File: src/pkg/cms_pkg.sv
// Purpose: Constants and types for the clock monitor status bank.
// Assumes: AXI4-Lite register access, 32-bit data, one word per register.
// Notes:   Offsets are register indices; byte address is four times index.
package cms_pkg;

  // ----------------------------------------------------------------
  // Bus geometry
  // ----------------------------------------------------------------
  localparam int ADDR_W = 12;
  localparam int IDX_W  = 10;

  // ----------------------------------------------------------------
  // Register indices
  // ----------------------------------------------------------------
  localparam logic [IDX_W-1:0] IDX_LOOP1_MON  = 10'h117;
  localparam logic [IDX_W-1:0] IDX_LOOP2_MON  = 10'h118;
  localparam logic [IDX_W-1:0] IDX_LOOP3_MON  = 10'h119;
  localparam logic [IDX_W-1:0] IDX_REF_1_0    = 10'h126;
  localparam logic [IDX_W-1:0] IDX_REF_3_2    = 10'h127;
  localparam logic [IDX_W-1:0] IDX_FIRST_SYNTHESIZER     = 10'h16e;
  localparam logic [IDX_W-1:0] IDX_EVENT_STAT = 10'h180;
  localparam logic [IDX_W-1:0] IDX_EVENT_MASK = 10'h181;

  // ----------------------------------------------------------------
  // Field positions and reset values
  // ----------------------------------------------------------------
  localparam int LOOP_SLOPE_BIT  = 7;
  localparam int LOOP_MEMORY_BIT = 6;
  localparam int LOOP_RANGE_BIT  = 5;
  localparam int LOOP_HOLD_BIT   = 1;
  localparam int LOOP_UNLOCK_BIT = 0;
  localparam int REF_SEL_LSB     = 4;
  localparam int SYN_ALIGN_B_BIT = 5;
  localparam int SYN_ALIGN_A_BIT = 4;
  localparam int SYN_VCO_BIT     = 2;
  localparam int EV_UNLOCK_LSB   = 0;
  localparam int EV_HOLD_LSB     = 3;
  localparam int EV_VCO_BIT      = 6;
  localparam int EV_ALIGN_BIT    = 7;
  localparam logic [7:0] REG_RESET  = 8'h00;
  localparam logic [1:0] RESP_OKAY  = 2'h0;
  localparam logic [1:0] RESP_SLV   = 2'h2;

  // Live condition of one digital loop.
  typedef struct packed {
    logic slope_hit;
    logic memory_hit;
    logic range_hit;
    logic holdover_active;
    logic locked;
  } cms_loop_t;

  // Live condition of the first synthesizer.
  typedef struct packed {
    logic enabled;
    logic vco_locked;
    logic out_a_enabled;
    logic out_b_enabled;
    logic align_a_pulse;
    logic align_b_pulse;
  } cms_synth_t;

  // Read channel states.
  typedef enum logic [1:0] {
    CMS_RD_IDLE = 2'b01,
    CMS_RD_DATA = 2'b10
  } cms_rd_state_t;

endpackage : cms_pkg
File: src/design/cms_status_bank.sv
// Purpose: Read-only loop and synthesizer status bank on AXI4-Lite.
// Assumes: Status inputs are synchronous to clk.
// Notes:   Event status bits clear on read; mask gates the interrupt.
`timescale 1ns/1ps
module cms_status_bank
  import cms_pkg::*;
(
  input  wire logic                        clk,
  input  wire logic                        rst_n,
  input  wire cms_pkg::cms_loop_t [2:0]    loop_in,
  input  wire logic [3:0]                  loop1_ref_index,
  input  wire logic [3:0]                  loop3_ref_index,
  input  wire cms_pkg::cms_synth_t         first_synthesizer,
  input  wire logic [cms_pkg::ADDR_W-1:0]  awaddr,
  input  wire logic                        awvalid,
  output logic                             awready,
  input  wire logic [31:0]                 wdata,
  input  wire logic [3:0]                  wstrb,
  input  wire logic                        wvalid,
  output logic                             wready,
  output logic [1:0]                       bresp,
  output logic                             bvalid,
  input  wire logic                        bready,
  input  wire logic [cms_pkg::ADDR_W-1:0]  araddr,
  input  wire logic                        arvalid,
  output logic                             arready,
  output logic [31:0]                      rdata,
  output logic [1:0]                       rresp,
  output logic                             rvalid,
  input  wire logic                        rready,
  output logic                             irq
);
  import cms_pkg::*;

  // ----------------------------------------------------------------
  // Address decode helper
  // ----------------------------------------------------------------
  // Word index of a byte address; low two bits are ignored.
  function automatic logic [IDX_W-1:0] cms_index
    (input logic [ADDR_W-1:0] addr);
    cms_index = addr[ADDR_W-1:2];
  endfunction : cms_index

  // ----------------------------------------------------------------
  // Status images
  // ----------------------------------------------------------------
  logic [2:0][7:0] loop_reg;
  logic [2:0][7:0] next_loop_reg;
  logic [7:0]      ref10_reg;
  logic [7:0]      next_ref10_reg;
  logic [7:0]      ref32_reg;
  logic [7:0]      next_ref32_reg;
  logic            vco_out;
  logic            next_vco_out;
  logic            align_a_done;
  logic            next_align_a_done;
  logic            align_b_done;
  logic            next_align_b_done;
  logic [7:0]      synth_reg;

  // Each loop register mirrors its loop; bits 4:2 stay zero.
  genvar g;
  generate
    for (g = 0; g < 3; g++)
    begin : g_loop
      always_comb
      begin
        next_loop_reg[g]                  = REG_RESET;
        next_loop_reg[g][LOOP_SLOPE_BIT]  = loop_in[g].slope_hit;
        next_loop_reg[g][LOOP_MEMORY_BIT] = loop_in[g].memory_hit;
        next_loop_reg[g][LOOP_RANGE_BIT]  = loop_in[g].range_hit;
        next_loop_reg[g][LOOP_HOLD_BIT]   =
          loop_in[g].holdover_active;
        next_loop_reg[g][LOOP_UNLOCK_BIT] = ~loop_in[g].locked;
      end
    end
  endgenerate

  // Reference choice is shown as given; meaningful only in auto mode.
  always_comb
  begin
    next_ref10_reg = REG_RESET;
    next_ref10_reg[REF_SEL_LSB +: 4] = loop1_ref_index;
    next_ref32_reg = REG_RESET;
    next_ref32_reg[REF_SEL_LSB +: 4] = loop3_ref_index;
  end

  // Alignment done is sticky; a disabled output or synthesizer wins
  // over a completion pulse, since a disabled path cannot be aligned.
  always_comb
  begin
    next_vco_out = ~first_synthesizer.vco_locked;
    next_align_a_done = align_a_done | first_synthesizer.align_a_pulse;
    if (!first_synthesizer.enabled || !first_synthesizer.out_a_enabled)
    begin
      next_align_a_done = 1'b0;
    end
    next_align_b_done = align_b_done | first_synthesizer.align_b_pulse;
    if (!first_synthesizer.enabled || !first_synthesizer.out_b_enabled)
    begin
      next_align_b_done = 1'b0;
    end
  end

  // Register the status images.
  always_ff @(posedge clk)
  begin
    if (!rst_n)
    begin
      loop_reg     <= '0;
      ref10_reg    <= REG_RESET;
      ref32_reg    <= REG_RESET;
      vco_out      <= 1'b0;
      align_a_done <= 1'b0;
      align_b_done <= 1'b0;
    end
    else
    begin
      loop_reg     <= next_loop_reg;
      ref10_reg    <= next_ref10_reg;
      ref32_reg    <= next_ref32_reg;
      vco_out      <= next_vco_out;
      align_a_done <= next_align_a_done;
      align_b_done <= next_align_b_done;
    end
  end

  // Synthesizer view: bits 7:6, 3 and 1:0 are reserved zero.
  always_comb
  begin
    synth_reg                  = REG_RESET;
    synth_reg[SYN_ALIGN_B_BIT] = align_b_done;
    synth_reg[SYN_ALIGN_A_BIT] = align_a_done;
    synth_reg[SYN_VCO_BIT]     = vco_out;
  end

  // ----------------------------------------------------------------
  // Events and interrupt
  // ----------------------------------------------------------------
  logic [7:0]  event_raw;
  logic [7:0]  event_stat;
  logic [7:0]  next_event_stat;
  logic [7:0]  event_mask;
  logic [7:0]  next_event_mask;
  logic        next_irq;
  logic        stat_read;
  logic        mask_write;
  logic [31:0] wdata_q;

  // Events are rising edges of unlock, holdover, VCO fault, alignment.
  always_comb
  begin
    event_raw = '0;
    for (int i = 0; i < 3; i++)
    begin
      event_raw[EV_UNLOCK_LSB + i] =
        next_loop_reg[i][LOOP_UNLOCK_BIT] & ~loop_reg[i][LOOP_UNLOCK_BIT];
      event_raw[EV_HOLD_LSB + i] =
        next_loop_reg[i][LOOP_HOLD_BIT] & ~loop_reg[i][LOOP_HOLD_BIT];
    end
    event_raw[EV_VCO_BIT]   = next_vco_out & ~vco_out;
    event_raw[EV_ALIGN_BIT] = (next_align_a_done & ~align_a_done) |
                              (next_align_b_done & ~align_b_done);
  end

  // A new event in the cycle of the clearing read is kept.
  always_comb
  begin
    next_event_stat = (stat_read ? 8'h00 : event_stat) | event_raw;
    next_event_mask = mask_write ? wdata_q[7:0] : event_mask;
    next_irq        = |(next_event_stat & next_event_mask);
  end

  // ----------------------------------------------------------------
  // Write channel
  // ----------------------------------------------------------------
  logic              aw_have;
  logic              next_aw_have;
  logic              w_have;
  logic              next_w_have;
  logic [IDX_W-1:0]  aw_idx;
  logic [IDX_W-1:0]  next_aw_idx;
  logic [31:0]       next_wdata_q;
  logic [3:0]        wstrb_q;
  logic [3:0]        next_wstrb_q;
  logic              next_bvalid;
  logic [1:0]        next_bresp;
  logic              next_awready;
  logic              next_wready;
  logic              w_mapped;

  // Address and data are taken in either order; response follows both.
  always_comb
  begin
    next_aw_have = aw_have;
    next_aw_idx  = aw_idx;
    next_w_have  = w_have;
    next_wdata_q = wdata_q;
    next_wstrb_q = wstrb_q;
    next_bvalid  = bvalid;
    next_bresp   = bresp;
    mask_write   = 1'b0;
    w_mapped     = 1'b0;
    if (awvalid && awready)
    begin
      next_aw_have = 1'b1;
      next_aw_idx  = cms_index(awaddr);
    end
    if (wvalid && wready)
    begin
      next_w_have  = 1'b1;
      next_wdata_q = wdata;
      next_wstrb_q = wstrb;
    end
    if (bvalid && bready)
    begin
      next_bvalid = 1'b0;
    end
    if (aw_have && w_have && !bvalid)
    begin
      // Read-only images accept the write and ignore it.
      if (aw_idx == IDX_EVENT_MASK)
      begin
        w_mapped   = 1'b1;
        mask_write = wstrb_q[0];
      end
      else if (aw_idx == IDX_LOOP1_MON || aw_idx == IDX_LOOP2_MON ||
               aw_idx == IDX_LOOP3_MON || aw_idx == IDX_REF_1_0 ||
               aw_idx == IDX_REF_3_2 || aw_idx == IDX_FIRST_SYNTHESIZER ||
               aw_idx == IDX_EVENT_STAT)
      begin
        w_mapped = 1'b1;
      end
      next_bresp   = w_mapped ? RESP_OKAY : RESP_SLV;
      next_bvalid  = 1'b1;
      next_aw_have = 1'b0;
      next_w_have  = 1'b0;
    end
    next_awready = ~next_aw_have & ~next_bvalid;
    next_wready  = ~next_w_have & ~next_bvalid;
  end

  // ----------------------------------------------------------------
  // Read channel
  // ----------------------------------------------------------------
  cms_rd_state_t     rd_state;
  cms_rd_state_t     next_rd_state;
  logic              next_arready;
  logic              next_rvalid;
  logic [31:0]       next_rdata;
  logic [1:0]        next_rresp;
  logic [IDX_W-1:0]  r_idx;

  // One read at a time; data is answered the cycle after acceptance.
  always_comb
  begin
    next_rd_state = rd_state;
    next_rdata    = rdata;
    next_rresp    = rresp;
    stat_read     = 1'b0;
    r_idx         = cms_index(araddr);
    case (rd_state)
      CMS_RD_IDLE:
      begin
        if (arvalid)
        begin
          next_rd_state = CMS_RD_DATA;
          next_rdata    = 32'h0000_0000;
          next_rresp    = RESP_OKAY;
          if (r_idx == IDX_LOOP1_MON)
            next_rdata[7:0] = loop_reg[0];
          else if (r_idx == IDX_LOOP2_MON)
            next_rdata[7:0] = loop_reg[1];
          else if (r_idx == IDX_LOOP3_MON)
            next_rdata[7:0] = loop_reg[2];
          else if (r_idx == IDX_REF_1_0)
            next_rdata[7:0] = ref10_reg;
          else if (r_idx == IDX_REF_3_2)
            next_rdata[7:0] = ref32_reg;
          else if (r_idx == IDX_FIRST_SYNTHESIZER)
            next_rdata[7:0] = synth_reg;
          else if (r_idx == IDX_EVENT_STAT)
          begin
            next_rdata[7:0] = event_stat;
            stat_read       = 1'b1;
          end
          else if (r_idx == IDX_EVENT_MASK)
            next_rdata[7:0] = event_mask;
          else
            next_rresp = RESP_SLV;
        end
      end
      CMS_RD_DATA:
      begin
        if (rready)
        begin
          next_rd_state = CMS_RD_IDLE;
        end
      end
      default:
      begin
        next_rd_state = CMS_RD_IDLE;
      end
    endcase
    next_rvalid  = (next_rd_state == CMS_RD_DATA);
    next_arready = (next_rd_state == CMS_RD_IDLE);
  end

  // ----------------------------------------------------------------
  // Bus and interrupt registers
  // ----------------------------------------------------------------
  always_ff @(posedge clk)
  begin
    if (!rst_n)
    begin
      aw_have    <= 1'b0;
      aw_idx     <= '0;
      w_have     <= 1'b0;
      wdata_q    <= 32'h0000_0000;
      wstrb_q    <= 4'h0;
      bvalid     <= 1'b0;
      bresp      <= RESP_OKAY;
      awready    <= 1'b1;
      wready     <= 1'b1;
      rd_state   <= CMS_RD_IDLE;
      arready    <= 1'b1;
      rvalid     <= 1'b0;
      rdata      <= 32'h0000_0000;
      rresp      <= RESP_OKAY;
      event_stat <= REG_RESET;
      event_mask <= REG_RESET;
      irq        <= 1'b0;
    end
    else
    begin
      aw_have    <= next_aw_have;
      aw_idx     <= next_aw_idx;
      w_have     <= next_w_have;
      wdata_q    <= next_wdata_q;
      wstrb_q    <= next_wstrb_q;
      bvalid     <= next_bvalid;
      bresp      <= next_bresp;
      awready    <= next_awready;
      wready     <= next_wready;
      rd_state   <= next_rd_state;
      arready    <= next_arready;
      rvalid     <= next_rvalid;
      rdata      <= next_rdata;
      rresp      <= next_rresp;
      event_stat <= next_event_stat;
      event_mask <= next_event_mask;
      irq        <= next_irq;
    end
  end

endmodule : cms_status_bank

File: config.mk
export PLATFORM = sky130hd
export DESIGN_NAME = cms_status_bank
export DESIGN_NICKNAME = d
export VERILOG_FILES = /design/src/pkg/cms_pkg.sv /design/src/design/cms_status_bank.sv
export SDC_FILE = /design/constraint.sdc
export NUM_CORES = 1
export LEC_CHECK = 0
export BUFFER_PORTS_ARGS = -buffer_cell sky130_fd_sc_hd__buf_2
export CAP_MARGIN = 20
export CORE_ASPECT_RATIO = 0.7
export CORE_MARGIN = 3
export CORE_UTILIZATION = 37
export CTS_CLUSTER_SIZE = 28
export DETAILED_ROUTE_END_ITERATION = 8
export MAX_ROUTING_LAYER = met4
export PLACE_DENSITY_LB_ADDON = 0.3
export SKIP_CTS_REPAIR_TIMING = 1
export SLEW_MARGIN = 20
export SYNTH_ARGS = -nofsm -noshare
export SYNTH_HDL_FRONTEND = slang
export SYNTH_SLANG_ARGS = --single-unit
File: constraint.sdc
create_clock -name clk -period 3.59 [get_ports clk]
set_input_delay 0.1795 -clock clk [delete_from_list [all_inputs] [get_ports clk]]
set_output_delay 0.1795 -clock clk [all_outputs]
set_load 0.05 [all_outputs]
==> flow_summary.yaml <==
synthesis:
  synth-async-reset-ratio_pct: 0
  ys_types: 61
  syn_area_per_cell_um2: 9.11
  syn_area_mm2: 0.00368
  yosysWarnings: 0
  ys_dominant_reg_cell: "dfxtp_1"
  synth_edf_count: 0
  yosysSeqAreaShare_pct: 44.1
  ys_ff_latch: 81
  synthCells: 404
routing:
  dr_total_vias: 3024
  dr.pass1.iters: 4
  wl_mm: 8.87
  drc: 0
  routedWlPerCell_um: 14.6
  ant_nets: 0
  drtIter0Drc: 221
  via_per_inst: 4.97
cts:
  cts_buffer_depth: 2
  cts-root-buf: "clkbuf_16"
  clock_sinks: 81
  clk_latency_ps: 330
  htreeDepth: 3
  cts_tree: "yes"
  cts-buffers-inserted: 9
  clkTransAtPathRegs_ps: 60
global_route:
  grt_use_total_pct: 16.6
  antenna_found_initial: 0
  grt-ovfl-total: 0
  grt_max_degree: 79
  grt_pass1_vias: 2819
  grt_pass1_wl_mm: 14.2
pwr:
  leakage_nw: 1.89
  max-vdd-ir-drop_v: 0.000285
  powerDensity_mw_per_mm2: 552
min_path:
  worstHoldStart: "loop_in[5]"
  whs_path_depth: 2
  hold_path.class: "in -> reg"
  hold_end: "loop_reg[8]"
placed_design:
  dp_hpwl_mm: 6.73
  gp_congestion: 0.926
  post-place-ws_ps: 1420
  place_inst: 593
  port_buffers: 80
sta:
  tightest_slew_ps: 644
  finClkSkew_ps: 7.33
  setup_ws_ps: 1390
  finalCriticalPeriod_ps: 2200
  max_freq_mhz: 454
  hold_viol: 0
  slew_viol_final: 0
  slew_headroom_pct: 56.9
  finalCritPeriodShare_pct: 61.4
  rsz0062_at_grt: "no"
  setup_viol: 0
  setup_tns_ps: 0
worst_setup_path:
  crit_path_max_incr_delay_ps: 440
  r2r-end: "irq"
  start_kind: "register"
  ff2ff_path_depth: 6
  crit_fanout: 9
  regToRegStartpoint: "rd_state[0]"
  worstPathRequired_ps: 3800
  path_cells: "ha_1, and2_1, nand4_4, a21oi_1, o22ai_1, o41a_1"
  path_class: "reg -> reg"
  crit_slowest_cell: "o41a_1"
  endpoint_kind: "register"
  rrSetupSlack_ps: 1390
  critPathArrivalTime_ps: 2410
die:
  rows: 29
  die_h_um: 89.5
  core_area_mm2: 0.00936
  die_area_mm2: 0.0112
  die_x_um: 125
  io_pins: 138
  initial_utilization_pct: 39.3
layout:
  n_fill_cell: 944
  diodes: 0
  largest_register_ffs: 15
  fin_util_pct: 46.7
  drive_above_1_share_pct: 22.7
  instances_no_fill: 609
  syn_to_final_growth_pct: 18.8
  fin_nets: 578
run:
  drv_cap: 0
outcome:
  outcome: "finished, final reports clean"
## cells in the mapped netlist (3+ instances only)
cell type / n / share of area (%)
nor2_1: 14 / 1.4
o221ai_1: 4 / 0.95
a21oi_1: 18 / 2.4
and2b_1: 4 / 0.82
mux2i_1: 12 / 3.3
nor2b_1: 23 / 3.9
o22a_1: 3 / 0.71
nor3b_1: 4 / 0.82
nand3_1: 7 / 0.95
o21ai_0: 9 / 1.2
nor4_1: 3 / 0.51
inv_1: 7 / 0.71
o22ai_1: 6 / 1.0
and2_1: 25 / 4.2
a22oi_1: 3 / 0.61
nand2_1: 59 / 6.0
dfxtp_1: 81 / 44
a31oi_1: 4 / 0.68
nand2b_1: 4 / 0.68
clkbuf_1: 11 / 1.1
a221oi_1: 3 / 0.71
a21boi_0: 21 / 4.3
buf_4: 27 / 5.5
## placed cells by master (no fill, tap or decap), types with 3 or more instances in the layout
master,instances
dfxtp_1,81
buf_2,79
nand2_1,59
conb_1,26
and2_1,25
nor2b_1,23
a21boi_0,21
a21oi_1,18
nor2_1,14
mux2i_1,12
o21ai_0,9
clkbuf_16,9
inv_1,7
nand3_1,7
o22ai_1,6
nor3b_1,4
nand2b_1,4
a31oi_1,4
o221ai_1,4
and2b_1,4
nor4_1,3
a22oi_1,3
a221oi_1,3
o22a_1,3
clkbuf_1,3
## power by group
part           switching (mW)  leakage (nW)  total [mW]  internal (mW)
Clock                   0.344         0.144       0.900          0.556
Sequential             0.0463         0.668        1.03          0.980
Combinational           0.344          1.08       0.488          0.144
## worst max-delay path by stage
stage | startpoint | to | slack, ps | depth (start not counted)
floorplan | bvalid | irq | 1640 | 5
global placement | rd_state[1] | irq | 1430 | 7
detailed placement | rd_state[0] | irq | 1420 | 6
CTS | rd_state[0] | irq | 1360 | 6
global route | rd_state[1] | irq | 1210 | 7
finish | rd_state[0] | irq | 1390 | 6
## per-layer routing
metal  global-route usage [%]  share of wire (%)
met1                     22.7                 50
met2                     24.0                 42
met3                     4.96                6.7
met4                     4.53                1.1
met5                        -                  0
## cells by family after synthesis
group / Yosys count / synth area share (%)
adders and majority gates: 2 / 0.680
buffers and inverters: 48 / 7.75
other: 1 / 0.102
xor gates and xnor gates: 1 / 0.238
muxes: 12 / 3.26
AOI/OAI and AO/OA: 90 / 17.5
DFF: 81 / 44.1
and+or+nand+nor: 169 / 26.4
## layout make-up
type                       instances  area [µm²]  share of cell area, %
timing repair buffer              81         410                   9.39
clock inverter                     3        40.0                  0.916
inverter                           7        26.3                  0.601
clock buffer                      13         250                   5.72
sequential                        81        1620                   37.1
tap                              124         155                   3.55
multi-input combinational        300        1870                   42.7
## worst max-delay path: cells and delay by family (launching register included)
family | cells | cell delay (ps)
simple gates | 2 | 640
flops | 1 | 360
compound gates | 3 | 860
fa+ha+maj | 1 | 220
## stage by stage
step	hold slack [ps]	total power, mW	area (µm²)
3_3_place_gp	365	1.52	4080
4_1_cts	6.15	2.44	4370
5_1_grt	10.3	2.53	4370
6_report	16.2	2.41	4370
3_5_place_dp	358	1.54	4080
2_1_floorplan	251	1.43	3770
No activity file was read; power rests on OpenSTA's default activity.
